===== config.mk =====
export PLATFORM = sky130hd
export DESIGN_NAME = csr_regs
export DESIGN_NICKNAME = d
export VERILOG_FILES = /design/src/core/csr_pkg.sv /design/src/core/csr_delta_hold.sv /design/src/core/csr_regs.sv
export SDC_FILE = /design/constraint.sdc
export NUM_CORES = 1
export LEC_CHECK = 0
export BUFFER_PORTS_ARGS = -buffer_cell sky130_fd_sc_hd__buf_4
export CAP_MARGIN = 20
export CORE_UTILIZATION = 35
export CTS_BUF_LIST = sky130_fd_sc_hd__clkbuf_4 sky130_fd_sc_hd__clkbuf_8
export CTS_CLUSTER_DIAMETER = 80
export CTS_CLUSTER_SIZE = 40
export DETAILED_ROUTE_END_ITERATION = 12
export HOLD_SLACK_MARGIN = 0.08
export PLACE_DENSITY = 0.53
export SLEW_MARGIN = 10
export SYNTH_ARGS = -nofsm -noshare
export SYNTH_HDL_FRONTEND = slang
export SYNTH_SLANG_ARGS = --single-unit

===== constraint.sdc =====
create_clock -name CLK_SYS -period 2.33 [get_ports CLK_SYS]
set_input_delay 0.233 -clock CLK_SYS [delete_from_list [all_inputs] [get_ports CLK_SYS]]
set_output_delay 0.233 -clock CLK_SYS [all_outputs]
set_load 0.03 [all_outputs]

===== src/core/csr_pkg.sv =====
/*
  Shared constants for the clock synthesizer upper control bytes (3 to 10).
  Assumes a byte-wide register port driven by an SMBus engine in the same clock domain.
*/
package csr_pkg;
  // Byte offsets of the registers held in this block.
  localparam logic [7:0] OFS_PFT_CTRL   = 8'h03;
  localparam logic [7:0] OFS_DELTA_LO   = 8'h04;
  localparam logic [7:0] OFS_DELTA_HI   = 8'h05;
  localparam logic [7:0] OFS_SPREAD     = 8'h06;
  localparam logic [7:0] OFS_VENDOR_REV = 8'h08;
  localparam logic [7:0] OFS_DEVICE_ID  = 8'h09;
  localparam logic [7:0] OFS_COUNT      = 8'h0A;
  // Field positions in the platform-time control byte.
  localparam int BIT_LOST   = 7;
  localparam int BIT_FREEZE = 6;
  localparam int BIT_CLEAR  = 5;
  // Field positions in the spread-spectrum control byte.
  localparam int BIT_PIN_RB_LO = 4;
  localparam int BIT_REF_SEL   = 3;
  localparam int BIT_SW_CTRL   = 2;
  // Width of the block-read byte count field.
  localparam int COUNT_W = 6;
  // Reset values.
  localparam logic [5:0]  RST_COUNT = 6'h08;
  localparam logic [15:0] RST_DELTA = 16'h0000;
  // Spread-spectrum codes.
  localparam logic [1:0] SPREAD_OFF = 2'h0;
  // Block-read sequencer states.
  typedef enum logic [1:0]
  {
    CSR_IDLE   = 2'b01,
    CSR_STREAM = 2'b10
  } csr_state_e;
endpackage : csr_pkg


===== src/core/csr_delta_hold.sv =====
/*
  Holding register for the averaged frequency difference, with freeze and clear.
  Assumes the measuring logic shares the clock and strobes each new average.
*/
module csr_delta_hold
  import csr_pkg::*;
(
  input  wire logic        clk,
  input  wire logic        nrst,
  input  wire logic        update,
  input  wire logic [15:0] sample,
  input  wire logic        freeze,
  input  wire logic        clear,
  output logic      [15:0] value
);
  logic [15:0] value_reg;   // Held difference, two's complement.
  logic [15:0] value_next;  // Next held difference.

  // A clear beats a fresh sample so that software sees zero afterwards.
  always_comb
  begin
    value_next = value_reg;
    if (clear)
    begin
      value_next = RST_DELTA;
    end
    else if (update && !freeze)
    begin
      value_next = sample;
    end
  end

  // Registers the held value.
  always_ff @(posedge clk or negedge nrst)
  begin
    if (!nrst)
      value_reg <= RST_DELTA;
    else
      value_reg <= value_next;
  end

  assign value = value_reg;

  a_freeze_holds: assert property (@(posedge clk) disable iff (!nrst)
    freeze && !clear |=> $stable(value))
    else $error("delta changed while frozen");
  a_clear_zeroes: assert property (@(posedge clk) disable iff (!nrst)
    clear |=> value == 16'h0000)
    else $error("delta not zero after clear");
  a_update_loads: assert property (@(posedge clk) disable iff (!nrst)
    update && !freeze && !clear |=> value == $past(sample))
    else $error("delta missed an update");
endmodule : csr_delta_hold


===== src/core/csr_regs.sv =====
/*
  Control bytes 3 to 10: platform-time monitor, spread control, identity, byte count.
  Assumes an SMBus engine on CLK_SYS presents byte accesses and block-read steps.
*/
// Summary of operation
// - Byte 3 bit 7 shows lost indicator level.
// - Freeze bit stops difference byte updates.
// - Writing clear bit zeroes both difference bytes.
// - Byte 4 shows difference low eight bits.
// - Byte 5 shows high bits and sign.
// - Byte 6 bits 5:4 read spread pin.
// - Byte 6 bit 3 picks PLL reference.
// - Software spread select, latched from pin.
// - Byte 8 shows revision and vendor codes.
// - Byte 9 shows fixed device code.
// - Byte 10 count, default eight, writable.
// - Block read sends count then bytes.
module csr_regs
  import csr_pkg::*;
#(
  parameter logic [3:0] REV_CODE    = 4'h0,  // First silicon reads zero.
  parameter logic [3:0] VENDOR_CODE = 4'hA,  // Arbitrary value.
  parameter logic [7:0] DEVICE_CODE = 8'h5C  // Arbitrary value.
)
(
  input  wire logic        CLK_SYS,
  input  wire logic        NRST,
  input  wire logic [7:0]  REG_ADDR,
  input  wire logic        REG_WE,
  input  wire logic [7:0]  REG_WDATA,
  input  wire logic        REG_RE,
  output logic      [7:0]  REG_RDATA,
  input  wire logic        BLK_START,
  input  wire logic        BLK_NEXT,
  output logic      [7:0]  BLK_DATA,
  output logic             BLK_ACTIVE,
  input  wire logic        PLATFORM_TIME_LOST_N,
  input  wire logic [1:0]  SPREAD_ENABLE_PIN,
  input  wire logic        DELTA_STROBE,
  input  wire logic [15:0] DELTA_SAMPLE,
  output logic      [1:0]  SPREAD_MODE,
  output logic             PLL_REF_SEL,
  output logic      [5:0]  BYTE_COUNT
);
  // Pin synchronisers; the first stage feeds only the second.
  logic       lost_s1_reg;
  logic       lost_s2_reg;
  logic [1:0] pin_s1_reg;
  logic [1:0] pin_s2_reg;

  // Software-visible control state.
  logic             freeze_reg;    // Stops difference updates.
  logic             freeze_next;
  logic             clear_reg;     // Pending clear, self-returning.
  logic             clear_next;
  logic             ref_sel_reg;   // PLL reference choice.
  logic             ref_sel_next;
  logic             sw_ctrl_reg;   // Software owns the spread setting.
  logic             sw_ctrl_next;
  logic [1:0]       sel_reg;       // Software spread selection.
  logic [1:0]       sel_next;
  logic             latched_reg;   // Power-up pin capture done.
  logic             latched_next;
  logic [1:0]       settle_reg;    // Fills with ones as the pin synchroniser fills.
  logic [1:0]       settle_next;
  logic [COUNT_W-1:0] count_reg;   // Block-read byte count.
  logic [COUNT_W-1:0] count_next;
  logic [7:0]       rdata_reg;
  logic [7:0]       rdata_next;

  // Block-read sequencer state.
  csr_state_e         state_reg;
  csr_state_e         state_next;
  logic [7:0]         ptr_reg;
  logic [7:0]         ptr_next;
  logic [COUNT_W-1:0] left_reg;
  logic [COUNT_W-1:0] left_next;
  logic [7:0]         bdata_reg;
  logic [7:0]         bdata_next;

  logic [15:0] delta;  // Held frequency difference.
  logic        wr_hit;

  // Difference holder with freeze and clear.
  csr_delta_hold u_delta
  (
    .clk    (CLK_SYS),
    .nrst   (NRST),
    .update (DELTA_STROBE),
    .sample (DELTA_SAMPLE),
    .freeze (freeze_reg),
    .clear  (clear_reg),
    .value  (delta)
  );

  // Byte image of any offset; offsets outside this block read as zero.
  function automatic logic [7:0] read_byte(input logic [7:0] a);
    logic [7:0] d;
    d = 8'h00;
    unique case (a)
      OFS_PFT_CTRL:
      begin
        d[BIT_LOST]   = lost_s2_reg;
        d[BIT_FREEZE] = freeze_reg;
        d[BIT_CLEAR]  = clear_reg;
      end
      OFS_DELTA_LO:   d = delta[7:0];
      OFS_DELTA_HI:   d = delta[15:8];
      OFS_SPREAD:
      begin
        d[BIT_PIN_RB_LO+:2] = pin_s2_reg;
        d[BIT_REF_SEL]      = ref_sel_reg;
        d[BIT_SW_CTRL]      = sw_ctrl_reg;
        d[1:0]              = sel_reg;
      end
      OFS_VENDOR_REV: d = {REV_CODE, VENDOR_CODE};
      OFS_DEVICE_ID:  d = DEVICE_CODE;
      OFS_COUNT:      d = {2'h0, count_reg};
      default:        d = 8'h00;
    endcase
    return d;
  endfunction : read_byte

  // Two flip-flops on every pin before logic looks at it.
  always_ff @(posedge CLK_SYS or negedge NRST)
  begin
    if (!NRST)
    begin
      // The lost pin idles high, so reset shows the idle level.
      lost_s1_reg <= 1'b1;
      lost_s2_reg <= 1'b1;
      pin_s1_reg  <= SPREAD_OFF;
      pin_s2_reg  <= SPREAD_OFF;
    end
    else
    begin
      lost_s1_reg <= PLATFORM_TIME_LOST_N;
      lost_s2_reg <= lost_s1_reg;
      pin_s1_reg  <= SPREAD_ENABLE_PIN;
      pin_s2_reg  <= pin_s1_reg;
    end
  end

  assign wr_hit = REG_WE && !BLK_ACTIVE;

  // Register writes; only writable fields are touched.
  always_comb
  begin
    freeze_next  = freeze_reg;
    clear_next   = 1'b0;
    ref_sel_next = ref_sel_reg;
    sw_ctrl_next = sw_ctrl_reg;
    sel_next     = sel_reg;
    latched_next = latched_reg | settle_reg[1];
    settle_next  = {settle_reg[0], 1'b1};
    count_next   = count_reg;
    rdata_next   = rdata_reg;
    // The pin is loaded once, only when both synchroniser stages hold it.
    // Loading earlier would capture the synchroniser's reset value instead.
    if (!latched_reg && settle_reg[1])
    begin
      sel_next = pin_s2_reg;
    end
    if (wr_hit)
    begin
      unique case (REG_ADDR)
        OFS_PFT_CTRL:
        begin
          freeze_next = REG_WDATA[BIT_FREEZE];
          clear_next  = REG_WDATA[BIT_CLEAR];
        end
        OFS_SPREAD:
        begin
          ref_sel_next = REG_WDATA[BIT_REF_SEL];
          sw_ctrl_next = REG_WDATA[BIT_SW_CTRL];
          sel_next     = REG_WDATA[1:0];
        end
        OFS_COUNT:    count_next = REG_WDATA[COUNT_W-1:0];
        default:      count_next = count_reg;
      endcase
    end
    if (REG_RE)
    begin
      rdata_next = read_byte(REG_ADDR);
    end
  end

  // Registers the control state.
  always_ff @(posedge CLK_SYS or negedge NRST)
  begin
    if (!NRST)
    begin
      freeze_reg  <= 1'b0;
      clear_reg   <= 1'b0;
      ref_sel_reg <= 1'b0;
      sw_ctrl_reg <= 1'b0;
      sel_reg     <= SPREAD_OFF;
      latched_reg <= 1'b0;
      settle_reg  <= 2'b00;
      count_reg   <= RST_COUNT;
      rdata_reg   <= 8'h00;
    end
    else
    begin
      freeze_reg  <= freeze_next;
      clear_reg   <= clear_next;
      ref_sel_reg <= ref_sel_next;
      sw_ctrl_reg <= sw_ctrl_next;
      sel_reg     <= sel_next;
      latched_reg <= latched_next;
      settle_reg  <= settle_next;
      count_reg   <= count_next;
      rdata_reg   <= rdata_next;
    end
  end

  // Block read: count byte first, then that many bytes from the offset.
  always_comb
  begin
    state_next = state_reg;
    ptr_next   = ptr_reg;
    left_next  = left_reg;
    bdata_next = bdata_reg;
    unique case (state_reg)
      CSR_IDLE:
      begin
        if (BLK_START)
        begin
          state_next = CSR_STREAM;
          ptr_next   = REG_ADDR;
          left_next  = count_reg;
          bdata_next = {2'h0, count_reg};
        end
      end
      CSR_STREAM:
      begin
        if (BLK_NEXT)
        begin
          if (left_reg == '0)
          begin
            state_next = CSR_IDLE;
          end
          else
          begin
            bdata_next = read_byte(ptr_reg);
            ptr_next   = ptr_reg + 8'h01;
            left_next  = left_reg - 1'b1;
          end
        end
      end
    endcase
  end

  // Registers the sequencer.
  always_ff @(posedge CLK_SYS or negedge NRST)
  begin
    if (!NRST)
    begin
      state_reg <= CSR_IDLE;
      ptr_reg   <= 8'h00;
      left_reg  <= '0;
      bdata_reg <= 8'h00;
    end
    else
    begin
      state_reg <= state_next;
      ptr_reg   <= ptr_next;
      left_reg  <= left_next;
      bdata_reg <= bdata_next;
    end
  end

  // The pin rules unless software has taken control.
  assign SPREAD_MODE = sw_ctrl_reg ? sel_reg : pin_s2_reg;
  assign PLL_REF_SEL = ref_sel_reg;
  assign BYTE_COUNT  = count_reg;
  assign REG_RDATA   = rdata_reg;
  assign BLK_DATA    = bdata_reg;
  assign BLK_ACTIVE  = (state_reg == CSR_STREAM);

  a_lost_readback: assert property (@(posedge CLK_SYS) disable iff (!NRST)
    REG_RE && REG_ADDR == OFS_PFT_CTRL |=> REG_RDATA[BIT_LOST] == $past(lost_s2_reg))
    else $error("lost readback wrong");
  a_clear_self: assert property (@(posedge CLK_SYS) disable iff (!NRST)
    clear_reg |=> !clear_reg || $past(wr_hit))
    else $error("clear bit stuck");
  a_id_fixed: assert property (@(posedge CLK_SYS) disable iff (!NRST)
    REG_RE && REG_ADDR == OFS_DEVICE_ID |=> REG_RDATA == DEVICE_CODE)
    else $error("device code wrong");
  a_rev_fixed: assert property (@(posedge CLK_SYS) disable iff (!NRST)
    REG_RE && REG_ADDR == OFS_VENDOR_REV |=> REG_RDATA == {REV_CODE, VENDOR_CODE})
    else $error("vendor byte wrong");
  a_count_write: assert property (@(posedge CLK_SYS) disable iff (!NRST)
    wr_hit && REG_ADDR == OFS_COUNT |=> BYTE_COUNT == $past(REG_WDATA[5:0]))
    else $error("count not written");
  a_blk_first: assert property (@(posedge CLK_SYS) disable iff (!NRST)
    BLK_START && !BLK_ACTIVE |=> BLK_ACTIVE && BLK_DATA == {2'h0, $past(BYTE_COUNT)})
    else $error("block read count byte wrong");
  a_spread_mode: assert property (@(posedge CLK_SYS) disable iff (!NRST)
    !sw_ctrl_reg |-> SPREAD_MODE == pin_s2_reg)
    else $error("pin not in control");
  a_pin_readback: assert property (@(posedge CLK_SYS) disable iff (!NRST)
    REG_RE && REG_ADDR == OFS_SPREAD |=> REG_RDATA[5:4] == $past(pin_s2_reg))
    else $error("spread pin readback wrong");
  a_reserved_zero: assert property (@(posedge CLK_SYS) disable iff (!NRST)
    REG_RE && REG_ADDR == OFS_COUNT |=> REG_RDATA[7:6] == 2'h0)
    else $error("reserved bits not zero");
  c_block_read: cover property (@(posedge CLK_SYS) disable iff (!NRST)
    BLK_ACTIVE ##1 !BLK_ACTIVE);
  c_clear_write: cover property (@(posedge CLK_SYS) disable iff (!NRST) clear_reg);
  c_sw_spread: cover property (@(posedge CLK_SYS) disable iff (!NRST) sw_ctrl_reg);
endmodule : csr_regs


==> results.md <==
- Outcome: finished clean
- Clock Latency Late Sink: 0.36 ns
- Port Buffer Count: 66
- Yosys top cell by area: dfrtp_1
- Proportion of power drawn by the clock network: 29.9%
- Critical path class: reg2reg
- Crit share post-route: 92.1%
- Main flop type after synthesis: dfrtp_1
- Post-synth ARST share: between 90% and 100%
- RSZ-0062 raised after global routing: no
- Final Cell Area: 4810 sq um
- Starting density of the core: about 36%
- Fin. Hold Viols: 0
- Pins over their slew limit: 0
- Vias per std cell: 5.48
- Gate power share: 29.4%
- Vias: ~3300
- Crit path DAT: 2.38 ns
- Initial DRC count: 141
- Gr ovfl total: 0
- Leak: about 0.0022 uW
- Slew at the pin with the worst max-slew slack: 0.892 ns
- Routed Antenna Nets: 0
- Synth Area per Inst: 9.73 sq um
- Overall Power: 3820 uW
- First-pass GRT wire length: approximately 18 mm
- Routed wire per std cell: approximately 18 microns
- Routed Wire Length: 10.7 mm
- Ratio of total power to cell area: 794 nW/um^2
- Worst setup EP type: flip-flop
- Register area share after synthesis: 44.3%
- Min Tclk post-route: 2.15 ns
- Sequential share of power: 40.7%
- Synthesized instance count: ~400
- Post-synthesis xor/xnor area fraction: less than 1%
- Total Routing Usage GR: 19.8%
- Synth unique cells: 70
- Final TNS setup: 0 ns
- Synth Area in Simple Gates: 16.3%
- Post-Syn Area: roughly 3900 sq um
- Synthesized flop and latch total: 69
- Final net count: 512
- Switch Pwr: between 1000 and 1500 uW
- Synth area leaders: dfrtp_1, a21oi_1, nand2_1
- CTS tree: done
- Required @ worst endpoint: about 2.6 ns
- Synth Area in Adders: 1.92%
- Antenna diode count: 0
- Die height: 108 microns
- Number of flip-flops in the largest register: 16
- CTS Sinks: 69
- Clk slew on worst S/H paths: 0.07 ns
- Max rail drop VDD: about 0.00035 V
- H-Tree Depth: 3
- Main combinational cell family by area after synthesis: compound AO/OA/AOI/OAI gates
- Vias in the first global route: between 3000 and 4000
- Max_slew headroom: 40.5%
- Fmax: 466 MHz
- Area Overhead vs Synth: 22.9%
- Sw frac: 33.5%
- Core Region: between 10000 and 15000 sq um
- Longest Clk Path Bufs: 2
- Post-CTS resize count: 0
- Compound-cell area share of the yosys netlist: between 20% and 30%
- Max Clock Skew: approximately 0.012 ns
- Largest net degree at the start of global routing: 70
- Synth warn: 0
- DRC viols: 0
- Core Rows: 38
- Final setup vio count: 0
- Die W: 108 microns
- CTS Buf Count: 9
- Cell Area, Placed: about 4500 sq um
- Mux contribution to synthesized area: 6.43%
- Max-Cap Viols: 0
- Commonest cells in the synthesized netlist: dfrtp_1, nand2_1, a21oi_1
- Initial antenna violation count: 0
- Drt pass-1 iters: 4
- Critical Path Fanout Max: 12
- Post-synth EDFFs: 0
- Yosys top cell area share: roughly 42%
- GP Congestion: 0.793
- Worst Hold Class: in2reg
- Dpl hpwl: 7.44 mm
- Layout cells sized above 1: between 20% and 30%
- Worst setup SP type: flip-flop
- # IOs: 68
- Post-Syn Nets: 450
- Die area: 11600 sq um
- Design internal power: approximately 2500 uW
- Count leader, synth: dfrtp_1
- Root Buffer Master: clkbuf_8
## what timing repair did
item                                   4_1_cts  5_1_grt
hold buffers                                 4        0
endpoints found under the hold margin       68        0
setup buffers                                0        0
## layout by cell type, fill, tap and decap left out, types with 6 or more instances in the layout
cell type,count
a211oi_1,8
a21o_1,6
a21oi_1,38
a22oi_1,8
and3b_1,6
buf_4,79
clkbuf_8,11
dfrtp_1,65
ha_1,6
inv_1,13
mux2_1,8
mux2i_1,9
nand2_1,44
nand2b_1,10
nand4_1,6
nor2_1,21
nor2b_1,6
o21ai_0,9
o32a_1,8
## cell type report
class	count	area, sq um
Fill cell	1084	6030
Multi-Input combinational cell	287	1990
Sequential cell	69	1730
Timing Repair Buffer	83	633
Tap cell	140	175
Clock buffer	12	159
Clock inverter	4	70.1
Inverter	14	52.6
## per-layer routing
metal  GRT usage [%]  vias up  routed length (microns)
met5               0        -                        0
met4            6.95        0                      161
met3            4.24       15                      628
met2            31.0      108                     4910
met1            27.0     1604                     4960
li1                -     1612                        -
## final timing paths
check / slack, ns / to / depth (start not counted) / from
min: 0.1 / BYTE_COUNT[4] / 2 / REG_WDATA[4]
min in group asynchronous: 0.53 / left_reg[2] / 2 / NRST
max: 0.18 / BLK_DATA[4] / 6 / ptr_reg[0]
min reg2reg: 0.35 / pin_s2_reg[1] / 0 / pin_s1_reg[1]
max in group asynchronous: 1.19 / state_reg[1] / 2 / NRST
max reg2reg: 0.18 / BLK_DATA[4] / 6 / ptr_reg[0]
## power by group through the flow
stage	clock network (uW)	registers [uW]	logic (uW)
2_1_floorplan	0	1540	784
3_3_place_gp	0	1570	1090
3_5_place_dp	0	1570	1110
4_1_cts	1170	1550	1120
5_1_grt	1220	1580	1240
6_report	1140	1550	1120
## cells by family (layout without fill, tap and decap cells)
family,after synthesis,after routing
AO/OA/AOI/OAI,136,136
XOR/XNOR,1,1
adder cells (fa/ha/maj),6,6
buffers and inverters,46,113
flip-flops,69,69
multiplexers,23,23
other,1,1
AND/OR/NAND/NOR,120,120
## worst max-delay path, cell delays in order (launching register included)
cell       delay, ns
dfrtp_1         0.43
inv_1           0.14
ha_1            0.41
or3_1           0.37
o2111ai_1       0.23
a21oi_1         0.10
o32a_1          0.34
## per-stage QoR
step / worst slack (ns) / std cells / hold WS (ns) / utilization, %
after CTS: 0.223 / 609 / 0.0909 / 44.4
after floorplan: 0.526 / 402 / -0.0626 / -
after global placement: 0.303 / 589 / 0.334 / 41.9
after global routing: 0.0569 / 609 / 0.0927 / 44.4
after detailed placement: 0.247 / 589 / 0.336 / 41.9
final: 0.183 / 609 / 0.0975 / 44.4
(Power assumes the default switching activity.)
